### config.mk
export PLATFORM = sky130hd
export DESIGN_NAME = lsc_regs
export DESIGN_NICKNAME = d
export VERILOG_FILES = /design/src/include/lsc_pkg.sv /design/src/core/lsc_regs.sv
export VERILOG_INCLUDE_DIRS = /design/src /design/src/include
export SDC_FILE = /design/constraint.sdc
export NUM_CORES = 1
export LEC_CHECK = 0
export BUFFER_PORTS_ARGS = -buffer_cell sky130_fd_sc_hd__buf_2
export CAP_MARGIN = 10
export CORE_MARGIN = 2
export CORE_UTILIZATION = 25
export CTS_BUF_LIST = sky130_fd_sc_hd__clkbuf_4 sky130_fd_sc_hd__clkbuf_8 sky130_fd_sc_hd__clkbuf_16
export CTS_CLUSTER_DIAMETER = 120
export DETAILED_ROUTE_END_ITERATION = 10
export GPL_ROUTABILITY_DRIVEN = 0
export SLEW_MARGIN = 20
export SYNTH_ARGS = -nofsm -noshare
export SYNTH_HDL_FRONTEND = slang
export SYNTH_SLANG_ARGS = --single-unit
### constraint.sdc
create_clock -name clk_sys -period 13.3 [get_ports clk_sys]
set_input_delay 0.665 -clock clk_sys [delete_from_list [all_inputs] [get_ports clk_sys]]
set_output_delay 0.665 -clock clk_sys [all_outputs]
set_load 0.005 [all_outputs]
### src/include/lsc_map.svh
`ifndef LSC_MAP_SVH
`define LSC_MAP_SVH
// register byte offsets
`define LSC_OFF_GAIN 8'ha9
`define LSC_OFF_RESID 8'haa
`define LSC_OFF_AGC_LO 8'hac
`define LSC_OFF_AGC_HI 8'had
`define LSC_OFF_REPEAT 8'hae
`define LSC_OFF_CMD 8'hb1
// reset values
`define LSC_RST_MAX_GAIN 4'hc
`define LSC_RST_GAIN_RED 4'h4
// command bit positions
`define LSC_CMD_SOFT_RESET 3
`define LSC_CMD_QUEUE_FLUSH 1
`define LSC_CMD_WAKE 0
// time units in 10 ns clock cycles, rounded up to whole cycles
// given directly: the picosecond figures overflow 32-bit integer arithmetic
`define LSC_BASE_CYC 139
`define LSC_FAST_CYC 8889
`define LSC_FASTLONG_CYC 142200
`define LSC_NORMAL_CYC 284400
`define LSC_LONG_CYC 4551100
`endif

### src/include/lsc_pkg.sv
package lsc_pkg;
	typedef enum logic [2:0] {
		LSC_RATE_OFF,
		LSC_RATE_NORMAL,
		LSC_RATE_LONG,
		LSC_RATE_FAST,
		LSC_RATE_FASTLONG,
		LSC_RATE_VSYNC,
		LSC_RATE_RSV6,
		LSC_RATE_RSV7
	} lsc_rate_type;
	typedef enum {LSC_IDLE, LSC_ARM, LSC_COUNT} lsc_state_type;
	typedef struct packed {
		logic [3:0] max_gain;
		logic [3:0] gain_reduction;
		logic [1:0] dropped_residual_count;
		logic [10:0] auto_gain_sample_count;
		lsc_rate_type repeat_rate_select;
	} lsc_cfg_type;
endpackage

### src/core/lsc_regs.sv
// Strobed register access was left to the implementer.
`timescale 1ns/100ps
`include "lsc_map.svh"
module lsc_regs import lsc_pkg::*; #(
	parameter int BASE_CYC = `LSC_BASE_CYC,
	parameter int FAST_CYC = `LSC_FAST_CYC,
	parameter int FASTLONG_CYC = `LSC_FASTLONG_CYC,
	parameter int NORMAL_CYC = `LSC_NORMAL_CYC,
	parameter int LONG_CYC = `LSC_LONG_CYC
) (
	input wire logic clk_sys,
	input wire logic arst_n,
	input wire logic [7:0] addr,
	input wire logic [7:0] wdata,
	input wire logic wr_en,
	input wire logic rd_en,
	output logic [7:0] rdata,
	input wire logic [3:0] gain_request,
	input wire logic predict_mode,
	output logic [3:0] gain_applied,
	input wire logic [23:0] flicker_raw,
	output logic [23:0] flicker_word,
	input wire logic [7:0] sample_period,
	input wire logic agc_start,
	output logic agc_busy,
	input wire logic oscillator_power_on,
	input wire logic meas_enable,
	input wire logic vsync_start_sel,
	input wire logic vsync_pulse,
	input wire logic [7:0] wait_step_count,
	output logic repeat_tick,
	output logic queue_flush,
	output logic wake_from_irq_sleep,
	output logic measure_restart,
	output logic soft_reset_req
);
	lsc_cfg_type cfg_q, cfg_d;
	lsc_state_type st_q, st_d;
	logic [7:0] rdata_q, rdata_d;
	logic [39:0] unit_q, unit_d;
	logic [7:0] step_q, step_d;
	logic [19:0] agc_q, agc_d;
	logic [1:0] cmd_q, cmd_d;
	logic srst_q, srst_d;
	logic restart_q, restart_d;
	logic [7:0] base_q, base_d;
	logic [39:0] unit_len;
	logic [19:0] agc_len;
	logic wr_cmd;

	// soft reset acts next cycle as a synchronous clear of the configuration, command bits, sequencer state and auto-gain count
	assign wr_cmd = wr_en && addr == `LSC_OFF_CMD;
	assign soft_reset_req = srst_q;

	// register writes and read mux; read data only in the cycle after the strobe
	always_comb
	begin
		cfg_d = cfg_q;
		rdata_d = 8'h00;
		srst_d = 1'b0;
		cmd_d = 2'b00;
		if (wr_en)
		begin
			case (addr)
				`LSC_OFF_GAIN: {cfg_d.max_gain, cfg_d.gain_reduction} = wdata;
				`LSC_OFF_RESID: cfg_d.dropped_residual_count = wdata[1:0];
				`LSC_OFF_AGC_LO: cfg_d.auto_gain_sample_count[7:0] = wdata;
				`LSC_OFF_AGC_HI: cfg_d.auto_gain_sample_count[10:8] = wdata[2:0];
				`LSC_OFF_REPEAT: cfg_d.repeat_rate_select = lsc_rate_type'(wdata[2:0]);
				default: cfg_d = cfg_q;
			endcase
		end
		if (wr_cmd)
		begin
			// soft reset only honoured while the oscillator runs; flush and wake are taken regardless
			srst_d = wdata[`LSC_CMD_SOFT_RESET] && oscillator_power_on;
			cmd_d = {wdata[`LSC_CMD_QUEUE_FLUSH], wdata[`LSC_CMD_WAKE]};
		end
		if (rd_en)
		begin
			case (addr)
				`LSC_OFF_GAIN: rdata_d = {cfg_q.max_gain, cfg_q.gain_reduction};
				`LSC_OFF_RESID: rdata_d = {6'h00, cfg_q.dropped_residual_count};
				`LSC_OFF_AGC_LO: rdata_d = cfg_q.auto_gain_sample_count[7:0];
				`LSC_OFF_AGC_HI: rdata_d = {5'h00, cfg_q.auto_gain_sample_count[10:8]};
				`LSC_OFF_REPEAT: rdata_d = {5'h00, cfg_q.repeat_rate_select};
				`LSC_OFF_CMD: rdata_d = {4'h0, srst_q, 1'b0, cmd_q};
				default: rdata_d = 8'h00;
			endcase
		end
		if (srst_q)
		begin
			cfg_d = '{`LSC_RST_MAX_GAIN, `LSC_RST_GAIN_RED, 2'h0, 11'h000, LSC_RATE_OFF};
			cmd_d = 2'b00;
		end
	end

	always_ff @(posedge clk_sys or negedge arst_n)
	begin
		if (!arst_n)
		begin
			cfg_q <= '{`LSC_RST_MAX_GAIN, `LSC_RST_GAIN_RED, 2'h0, 11'h000, LSC_RATE_OFF};
			rdata_q <= 8'h00;
			srst_q <= 1'b0;
			cmd_q <= 2'b00;
		end
		else
		begin
			cfg_q <= cfg_d;
			rdata_q <= rdata_d;
			srst_q <= srst_d;
			cmd_q <= cmd_d;
		end
	end

	assign rdata = rdata_q;
	assign queue_flush = cmd_q[1];
	assign wake_from_irq_sleep = cmd_q[0];
	assign measure_restart = restart_q;

	// gain: reduce first in predict mode, then cap at the ceiling
	always_comb
	begin
		logic [3:0] g;
		g = gain_request;
		if (predict_mode)
			g = (gain_request > cfg_q.gain_reduction) ?
				gain_request - cfg_q.gain_reduction : 4'h0;
		gain_applied = (g > cfg_q.max_gain) ? cfg_q.max_gain : g;
	end

	// residual bits shifted out; queue width is software's concern
	assign flicker_word = flicker_raw >> cfg_q.dropped_residual_count;

	// auto-gain time in base units; each unit is BASE_CYC cycles
	assign agc_len = 20'((cfg_q.auto_gain_sample_count + 12'h001) *
		(sample_period + 9'h001));
	assign agc_busy = agc_q != 20'h00000;

	// repetition unit length per rate code
	always_comb
	begin
		case (cfg_q.repeat_rate_select)
			LSC_RATE_NORMAL: unit_len = 40'(NORMAL_CYC);
			LSC_RATE_LONG: unit_len = 40'(LONG_CYC);
			LSC_RATE_FAST: unit_len = 40'(FAST_CYC);
			LSC_RATE_FASTLONG: unit_len = 40'(FASTLONG_CYC);
			default: unit_len = 40'h1;
		endcase
	end

	// repetition sequencer; reserved codes behave as off
	always_comb
	begin
		logic unit_done;
		logic vs_mode;
		logic off;
		unit_done = 1'b0;
		vs_mode = cfg_q.repeat_rate_select == LSC_RATE_VSYNC;
		off = cfg_q.repeat_rate_select == LSC_RATE_OFF ||
			cfg_q.repeat_rate_select == LSC_RATE_RSV6 ||
			cfg_q.repeat_rate_select == LSC_RATE_RSV7;
		st_d = st_q;
		unit_d = unit_q;
		step_d = step_q;
		repeat_tick = 1'b0;
		restart_d = cmd_q[0] && meas_enable;
		agc_d = agc_q;
		// auto-gain countdown steps once per base unit; a start only loads when idle
		if (agc_q != 20'h00000 && base_q + 8'h01 >= 8'(BASE_CYC))
			agc_d = agc_q - 20'h00001;
		else if (agc_start && agc_q == 20'h00000)
			agc_d = agc_len;
		case (st_q)
			LSC_IDLE:
			begin
				if (!off && meas_enable)
					st_d = (vsync_start_sel || vs_mode) ? LSC_ARM : LSC_COUNT;
				unit_d = 40'h0;
				step_d = 8'h00;
			end
			LSC_ARM:
			begin
				if (vsync_pulse)
					st_d = LSC_COUNT;
			end
			LSC_COUNT:
			begin
				if (vs_mode)
					unit_done = vsync_pulse;
				else if (unit_q + 40'h1 >= unit_len)
					unit_done = 1'b1;
				unit_d = unit_done ? 40'h0 : unit_q + 40'h1;
				if (unit_done)
				begin
					if (step_q + 8'h01 >= wait_step_count)
					begin
						step_d = 8'h00;
						repeat_tick = 1'b1;
					end
					else
						step_d = step_q + 8'h01;
				end
			end
			default: st_d = LSC_IDLE;
		endcase
		// no tick may escape in the cycle that turns repetition off
		if (off || !meas_enable || cmd_q[0])
		begin
			st_d = LSC_IDLE;
			repeat_tick = 1'b0;
		end
		if (srst_q)
		begin
			st_d = LSC_IDLE;
			agc_d = 20'h00000;
		end
	end

	// base-unit prescaler for the auto-gain countdown
	always_comb
	begin
		base_d = base_q;
		if (agc_q != 20'h00000)
		begin
			base_d = (base_q + 8'h01 >= 8'(BASE_CYC)) ? 8'h00 : base_q + 8'h01;
		end
		else
			base_d = 8'h00;
	end

	always_ff @(posedge clk_sys or negedge arst_n)
	begin
		if (!arst_n)
		begin
			st_q <= LSC_IDLE;
			unit_q <= 40'h0;
			step_q <= 8'h00;
			agc_q <= 20'h00000;
			base_q <= 8'h00;
			restart_q <= 1'b0;
		end
		else
		begin
			st_q <= st_d;
			unit_q <= unit_d;
			step_q <= step_d;
			restart_q <= restart_d;
			base_q <= base_d;
			agc_q <= agc_d;
		end
	end

	// checks
	max_gain_cap_a: assert property (@(posedge clk_sys) disable iff (!arst_n)
		gain_applied <= cfg_q.max_gain) else $error("gain above ceiling");
	reduce_gain_a: assert property (@(posedge clk_sys) disable iff (!arst_n)
		predict_mode && gain_request <= cfg_q.gain_reduction |-> gain_applied == 4'h0)
		else $error("prediction reduction missing");
	resid_shift_a: assert property (@(posedge clk_sys) disable iff (!arst_n)
		flicker_word == (flicker_raw >> cfg_q.dropped_residual_count))
		else $error("residual shift wrong");
	agc_hi_read_a: assert property (@(posedge clk_sys) disable iff (!arst_n)
		rd_en && addr == `LSC_OFF_AGC_HI |=> rdata[7:3] == 5'h00)
		else $error("agc high reserved bits set");
	agc_load_a: assert property (@(posedge clk_sys) disable iff (!arst_n)
		agc_start && !agc_busy && !srst_q |=> agc_q == $past(agc_len))
		else $error("agc time not loaded");
	rate_off_a: assert property (@(posedge clk_sys) disable iff (!arst_n)
		cfg_q.repeat_rate_select == LSC_RATE_OFF |-> !repeat_tick)
		else $error("tick while off");
	vsync_arm_a: assert property (@(posedge clk_sys) disable iff (!arst_n)
		st_q == LSC_ARM && !vsync_pulse && meas_enable && !cmd_q[0] && !srst_q
		&& cfg_q.repeat_rate_select == $past(cfg_q.repeat_rate_select)
		|=> st_q == LSC_ARM) else $error("armed counting left early");
	soft_reset_a: assert property (@(posedge clk_sys) disable iff (!arst_n)
		wr_cmd && wdata[`LSC_CMD_SOFT_RESET] && oscillator_power_on |=> soft_reset_req ##1
		cfg_q.max_gain == `LSC_RST_MAX_GAIN && !soft_reset_req)
		else $error("soft reset failed");
	flush_pulse_a: assert property (@(posedge clk_sys) disable iff (!arst_n)
		wr_cmd && wdata[1] |=> queue_flush ##1 (!queue_flush || wr_cmd))
		else $error("flush not a pulse");
	wake_restart_a: assert property (@(posedge clk_sys) disable iff (!arst_n)
		wake_from_irq_sleep && meas_enable |=> measure_restart)
		else $error("no restart after wake");
	tick_cov: cover property (@(posedge clk_sys) disable iff (!arst_n) repeat_tick);
	agc_cov: cover property (@(posedge clk_sys) disable iff (!arst_n) $fell(agc_busy));
	vsync_cov: cover property (@(posedge clk_sys) disable iff (!arst_n)
		st_q == LSC_ARM ##1 st_q == LSC_COUNT);
	srst_cov: cover property (@(posedge clk_sys) disable iff (!arst_n) soft_reset_req);
endmodule

==> qor.csv, run 1 <==
stage;metric;value;unit
worst_setup_path;crit_start;cfg_q[3]$_DFFE_PN0P_;
sta;rsz0062_at_grt;no;
yosys;synth.avg_cell_area;8.63;um^2
worst_setup_path;critical_path_buf_inv_count;3;
yosys;synth_edf_count;0;
global_route;overflow;0;
sta;max_slew_margin;30.2;%
clock_network;cts_buffers;17;
sta;hold_violations;0;
yosys;syn_area;11800;um^2
detailed_routing;wl_per_cell;15.2;um
worst_setup_path;endpoint_kind;flip-flop;
worst_setup_path;r2r_start;cfg_q[3]$_DFFE_PN0P_;
clock_network;cts_resized;0;
floorplanning;start_util;25.3;%
worst_setup_path;arrival;6710;ps
power;p_leak;6.08;nW
finish;layout.nets;1657;
sta;fin_crit;6340;ps
yosys;synth_most_common_cell;inv_1;
sta;timing.final.crit_share;47.7;%
detailed_routing;drt-total-wl;31.2;mm
placement;portBuffers;111;
clock_network;cts_tree;built;
worst_setup_path;cp-start-kind;flip-flop;
yosys;synth_area_leaders;dfrtp_1 (24%), fa_1 (12%), ha_1 (8.5%), inv_1 (4.5%), nor2_1 (4.1%);
yosys;ys.flop_type;dfrtp_1;
clock_network;ctsLongestPathBuffers;2;
placement;dp_hpwl;23.5;mm
sta;fin_worst_skew;11.5;ps
power;power;1.10;mW
yosys;synth_top_area_share;23.6;%
worst_setup_path;crit_cells;23;
yosys;ys_ff_latch;114;
sta;final_max_slew_viol_count;0;
global_route;grt_use_total;12.8;%
floorplanning;die_area;48800;um^2
sta;fmax;158;MHz
finish;area_growth;15.3;%
worst_setup_path;endpoint;agc_q[18]$_DFFE_PN0P_;
clock_network;cts_root_buffer;clkbuf_16;
global_route;antenna_found_initial;0;
finish;antennaDiodeCount;0;
floorplanning;ioPinCount;112;
worst_setup_path;cp_max_fo;14;
clock_network;cts_max_level;4;
worst_setup_path;rrSetupSlack;6960;ps
finish;seq_area;2860;um^2
yosys;syn-num-nets;1584;
yosys;yosysWarnings;0;
worst_setup_path;r2r_end;agc_q[18]$_DFFE_PN0P_;
floorplanning;die_h;221;um
detailed_routing;viasPerCell;5.02;
worst_setup_path;slowest_delay;640;ps
floorplanning;num_rows;79;
detailed_routing;antenna_left;0;
detailed_routing;drc;0;
clock_network;post-cts-setup-buffer-count;0;
status;status;finished, final reports clean;
global_route;grt_pass1_wl;52.2;mm
floorplanning;die_x;221;um
sta;tightestPinTransition;1040;ps
worst_setup_path;crit_path_frequent_cell;fa_1;
worst_setup_path;crit_chain;and3_1 -> nand3_1 -> nor2_1 -> and3_1 -> xor2_1 -> nand2b_1 -> fa_1 -> inv_1 -> fa_1 -> fa_1 -> inv_1 -> fa_1 -> inv_1 -> ha_1 -> o21ai_0 -> a21boi_0 -> nand3_1 -> nand2b_1 -> a31o_2 -> o21ai_0 -> xor2_1 -> a21oi_1 -> nor2_1;
global_route;grt_pass1_vias;10243;
clock_network;clk_latency;440;ps
worst_setup_path;critical_path.top_delay_family;adder cells;
yosys;yosysTopAreaCell;dfrtp_1;
yosys;syn_inst;1363;
detailed_routing;routed-via-count;10328;
flow_run;drv_cap;0;
detailed_routing;dr.pass1.iters;5;
power;powerDensity;80.9;nW/um^2
finish;drive_gt1_share;15.0;%
floorplanning;coreArea;46500;um^2
worst_setup_path;crit_type;reg -> reg;
finish;nFillCells;4940;
detailed_routing;drt-initial-drc-count;815;
worst_setup_path;required;13670;ps
yosys;synth-seq-area-share;24.3;%
clock_network;clk_pin_slew;60;ps
yosys;ys_async_sr_fraction;100;%
sta;setup_tns;0;ps
min_path;hold_class;in -> async;
global_route;grt_max_degree;61;
yosys;yosys-top-cells-count;inv_1 (140), nor2_1 (129), dfrtp_1 (111);
sta;setup_viol;0;
yosys;yosysUniqueCellTypes;76;
worst_setup_path;crit_path_top_delay_cell;dfrtp_1;
finish;multiInputGateArea;8120;um^2
worst_setup_path;rr_worst_depth;23;
power;peakVddDrop;0.0513;mV
clock_network;holdBufCountCts;0;
clock_network;clkSinkCount;114;
## sequential cells by signal, indices dropped and copies added (netlist names)
signal,count
agc_q,20
base_q,8
cfg_q,24
cmd_q,2
measure_restart,1
rdata,8
soft_reset_req,1
st_q,2
step_q,8
unit_q,40
## per-stage QoR
step | util, % | worst slack [ps] | cells | instance area, um^2 | hold WS [ps]
2_1_floorplan | - | 7730 | 1363 | 11800 | 369
3_3_place_gp | 27.8 | 7000 | 2023 | 12900 | 487
3_5_place_dp | 27.8 | 6880 | 2023 | 12900 | 495
4_1_cts | 29.2 | 6920 | 2055 | 13500 | 319
5_1_grt | 29.2 | 6380 | 2056 | 13600 | 358
6_report | 29.2 | 6960 | 2056 | 13600 | 294
## worst min-delay path by stage
| stage | startpoint | endpoint | slack (ps) | cells past startpoint |
|---|---|---|---|---|
| 4_1_cts | arst_n | step_q[4]$_DFFE_PN0P_ | 320 | 1 |
| 3_3_place_gp | base_q[0]$_DFF_PN0_ | base_q[0]$_DFF_PN0_ | 490 | 1 |
| 5_1_grt | arst_n | step_q[4]$_DFFE_PN0P_ | 360 | 1 |
| 3_5_place_dp | base_q[0]$_DFF_PN0_ | base_q[0]$_DFF_PN0_ | 490 | 1 |
| 2_1_floorplan | arst_n | agc_q[0]$_DFFE_PN0P_ | 370 | 0 |
| 6_report | arst_n | step_q[4]$_DFFE_PN0P_ | 290 | 1 |
## placed cells by master (no fill, tap or decap), drive strengths merged, types with 13 or more instances in the layout
cell / count
a21oi: 72
a32o: 18
and2: 13
and3: 20
buf: 123
clkbuf: 17
dfrtp: 111
fa: 71
ha: 80
inv: 147
mux2i: 19
mux4: 19
nand2: 110
nand2b: 24
nand3: 61
nand4: 34
nor2: 129
nor2b: 15
nor3: 34
nor4: 17
o21ai: 36
or2: 24
xnor2: 42
xor2: 33
## routing by layer
layer	GRT usage, %	vias to the layer above	routed length (um)	share of wire [%]
met5	0	-	0	0
met1	16.9	5147	14100	45
met3	1.91	32	1050	3.4
met2	21.5	217	15500	50
met4	4.14	0	528	1.7
li1	-	4932	-	-
## area by class of cell
type | instances | area share, %
Clock buffer | 17 | 3.14
Clock inverter | 15 | 1.60
Inverter | 140 | 3.87
Multi-Input combinational cell | 1040 | 59.9
Sequential cell | 114 | 21.1
Tap cell | 607 | 5.60
Timing Repair Buffer | 123 | 4.83
## where the power goes
group / total [mW] / leakage (nW) / switching [mW] / internal (mW)
Clock: 0.512 / 0.312 / 0.193 / 0.319
Sequential: 0.361 / 1.51 / 0.00918 / 0.352
Combinational: 0.224 / 4.25 / 0.139 / 0.0848
## worst register-to-register path, stage by stage, from the launching register on
cell and delay (ps):
dfrtp_1 640, and3_1 230, nand3_1 110, nor2_1 380
and3_1 270, xor2_1 450, nand2b_1 140, fa_1 500
inv_1 50, fa_1 470, fa_1 490, inv_1 50
fa_1 530, inv_1 40, ha_1 310, o21ai_0 110
a21boi_0 390, nand3_1 140, nand2b_1 200, a31o_2 230
o21ai_0 200, xor2_1 170, a21oi_1 80, nor2_1 100
## cells by family (layout without fill, tap and decap cells)
family	count (synthesis)	in the layout	synth area share (%)
multiplexers	42	42	5.64
flip-flops	114	114	24.3
adder cells (fa/ha/maj)	151	151	20.6
buffers and inverters	209	295	6.82
AO/OA/AOI/OAI	241	241	14.0
XOR/XNOR	75	75	5.58
AND/OR/NAND/NOR	531	531	23.1
Power figures use the tool's default switching activity.
==> run 2: changes to the inputs <==
clock period = 6.3 ns   (was 13.3 ns; I/O delays follow)
==> run 2 against run 1 <==
Via count grew 0.47%. Design area is 0.63% higher. Hold slack got worse by 180 ps. Setup slack got worse by 6600 ps. Die area is the same. Largest cell class unchanged. Sequential share of layout area is 0.12 points lower. Sequential power grew 110%. Routed wire length is 0.62% higher. Clock power is 100% higher. Register-to-register slack got worse by 6600 ps. Sequential cell count stayed put.
==> qor.csv, run 2 (synthesis gave the netlist of run 1 again) <==
stage;metric;value;unit;change
power;swShare;31.4;%;+0.24 points
finish;drive_gt1_share;15.9;%;+0.88 points
global_route;grt_use_met3;1.77;%;-0.15 points
status;status;finished, final reports clean;;
global_route;met2_usage;21.8;%;+0.29 points
floorplanning;start_util;25.3;%;unchanged
floorplanning;die_x;221;um;unchanged
clock_network;clk_pin_slew;60;ps;about the same
finish;layout_common_cells;inv_1 (140), nor2_1 (129), nand2_1 (110), buf_2 (110), dfrtp_1 (109);;
detailed_routing;routed-via-count;10377;;+0.47%
finish;final_common_cell;inv_1;;
power;p_comb_share;21.0;%;+0.6 points
finish;largest_reg_flops;40;;unchanged
sta;tightestPinTransition;979;ps;-64.2 ps
worst_setup_path;arrival;6190;ps;-520 ps
worst_setup_path;crit_path_frequent_cell;fa_1;;
power;peakVddDrop;0.115;mV;+120%
sta;timing.final.crit_share;94.3;%;+47 points
finish;antennaDiodeCount;0;;unchanged
worst_setup_path;crit_type;reg -> reg;;
clock_network;ctsLongestPathBuffers;2;;unchanged
clock_network;clkSinkCount;114;;unchanged
clock_network;cts_tree;built;;
finish;area_growth;16.0;%;
finish;largestRegisters;unit_q: 40 flops, cfg_q: 24 flops, agc_q: 20 flops;;
floorplanning;die_area;48800;um^2;unchanged
finish;stdcell_count;2070;;+0.68%
sta;hold_violations;0;;unchanged
worst_setup_path;required;6550;ps;-7120 ps
sta;max_slew_margin;34.7;%;+4.5 points
detailed_routing;dr.pass1.iters;5;;unchanged
sta;fin_crit;5940;ps;-401 ps
global_route;overflow;0;;unchanged
worst_setup_path;crit_chain;ha_1 -> nand3_1 -> nor2_1 -> nand3_1 -> xor2_1 -> nor2_1 -> fa_1 -> fa_1 -> fa_1 -> inv_1 -> fa_1 -> inv_1 -> ha_1 -> a21o_1 -> a21oi_1 -> o21ai_0 -> a41o_1 -> o41ai_1 -> xnor2_1 -> o22ai_1;;
global_route;grt_use_total;12.6;%;-0.18 points
clock_network;cts_buffers;17;;unchanged
clock_network;cts_max_level;4;;unchanged
global_route;grt_pass1_vias;10116;;-1.2%
sta;fin_worst_skew;10.0;ps;-1.47 ps
power;internal_power;1.57;mW;+110%
detailed_routing;viasPerCell;5.01;;-0.21%
placement;dp_hpwl;23.7;mm;+0.83%
floorplanning;coreArea;46500;um^2;unchanged
power;pwr-share-seq;33.5;%;+0.6 points
finish;regMostFlops;unit_q;;
sta;rsz0062_at_grt;no;;
clock_network;cts_root_buffer;clkbuf_16;;
global_route;grt_util_met1;16.6;%;-0.34 points
worst_setup_path;rrSetupSlack;360;ps;-6600 ps
global_route;antenna_found_initial;0;;unchanged
power;p_clk_share;45.5;%;-1.2 points
detailed_routing;antenna_left;0;;unchanged
placement;dp.cells;2037;;+0.69%
power;p_sw;715;uW;+110%
power;p_leak;6.13;nW;+0.88%
detailed_routing;drc;0;;unchanged
flow_run;drv_cap;0;;unchanged
floorplanning;die_h;221;um;unchanged
sta;setup_viol;0;;unchanged
clock_network;clk_latency;420;ps;-20 ps
placement;portBuffers;111;;unchanged
floorplanning;num_rows;79;;unchanged
worst_setup_path;cp-start-kind;flip-flop;;
global_route;grt_pass1_wl;51.9;mm;-0.57%
floorplanning;ioPinCount;112;;unchanged
min_path;hold_class;in -> reg;;
detailed_routing;drt-initial-drc-count;794;;-2.6%
global_route;grt_max_degree;61;;unchanged
power;powerDensity;167;nW/um^2;+110%
worst_setup_path;slowest_delay;580;ps;-60 ps
worst_setup_path;crit_path_top_delay_cell;fa_1;;
finish;layout.nets;1671;;+0.84%
finish;nFillCells;4866;;-1.5%
global_route;busiest_layer;met2;;
sta;final_max_slew_viol_count;0;;unchanged
worst_setup_path;cp_max_fo;5;;-9
detailed_routing;wl_per_cell;15.2;um;about the same
worst_setup_path;endpoint_kind;flip-flop;;
detailed_routing;drt-total-wl;31.4;mm;+0.62%
sta;setup_tns;0;ps;unchanged
sta;fmax;168;MHz;+6.8%
run 2: cell count changes in the layout (fill, tap and decap cells not counted), sizes merged:
cell and change:
clkinvlp +1, dlygate4sd3 +1, inv +1, clkinv -1, buf +13, bufinv -1
run 2: path summary, 6_finish.rpt:
check	start	to	cells after the start
setup / recovery	cfg_q[4]$_DFFE_PN0P_	agc_q[19]$_DFFE_PN0P_	20
hold / removal	oscillator_power_on	soft_reset_req$_DFF_PN0_	3
setup reg to reg	cfg_q[4]$_DFFE_PN0P_	agc_q[19]$_DFFE_PN0P_	20
hold reg to reg	base_q[0]$_DFF_PN0_	base_q[0]$_DFF_PN0_	1
max in group asynchronous	arst_n	soft_reset_req$_DFF_PN0_	3
min in group asynchronous	arst_n	step_q[2]$_DFFE_PN0P_	2
run 2: repair_timing:
item | CTS | global route
hold buffers | 1 | 0
gates resized for setup | 0 | 3
hold endpoints to repair | 9 | 0
setup endpoints to repair | 0 | 5
setup buffers | 0 | 0
run 2: layer usage:
layer | vias to the layer above | wire length, um
met4 | 0 | 424
met1 | 5148 | 14200
met3 | 32 | 1120
li1 | 4955 | -
met2 | 242 | 15600
met5 | - | 0
run 2: power by group through the flow:
| stage | clock network, mW | registers (mW) | logic [mW] |
|---|---|---|---|
| after detailed placement | 0 | 0.777 | 0.482 |
| after global routing | 1.09 | 0.766 | 0.544 |
| after global placement | 0 | 0.776 | 0.474 |
| after floorplan | 0 | 0.766 | 0.327 |
| after CTS | 1.06 | 0.763 | 0.485 |
| final | 1.04 | 0.764 | 0.480 |
run 2: cell type report:
type | count | area [um^2] | share of cell area, %
tap | 607 | 759 | 5.56
multi-input combinational | 1040 | 8130 | 59.6
clock buffer | 17 | 425 | 3.12
clock inverter | 15 | 194 | 1.42
timing repair buffer | 137 | 756 | 5.54
sequential | 114 | 2860 | 20.9
inverter | 140 | 526 | 3.85
run 2: critical path: cells and delay by family (launching register included):
family,cells,cell delay (ps)
adders and majority gates,6,2710
xor gates and xnor gates,2,560
and+or+nand+nor,4,680
DFF,1,440
AOI/OAI and AO/OA,6,1300
buffers and inverters,2,100
run 2: through the flow:
stage               hold slack [ps]  instance area [um^2]  util (%)  power [mW]  worst slack, ps
finish                          111                 13700      29.4        2.28              362
global route                    110                 13700      29.4        2.40             36.6
CTS                            96.6                 13600      29.3        2.31              332
detailed placement              445                 13000      28.0        1.26              360
global placement                437                 13000      28.0        1.25              504
floorplan                      19.4                 11800         -        1.09              772
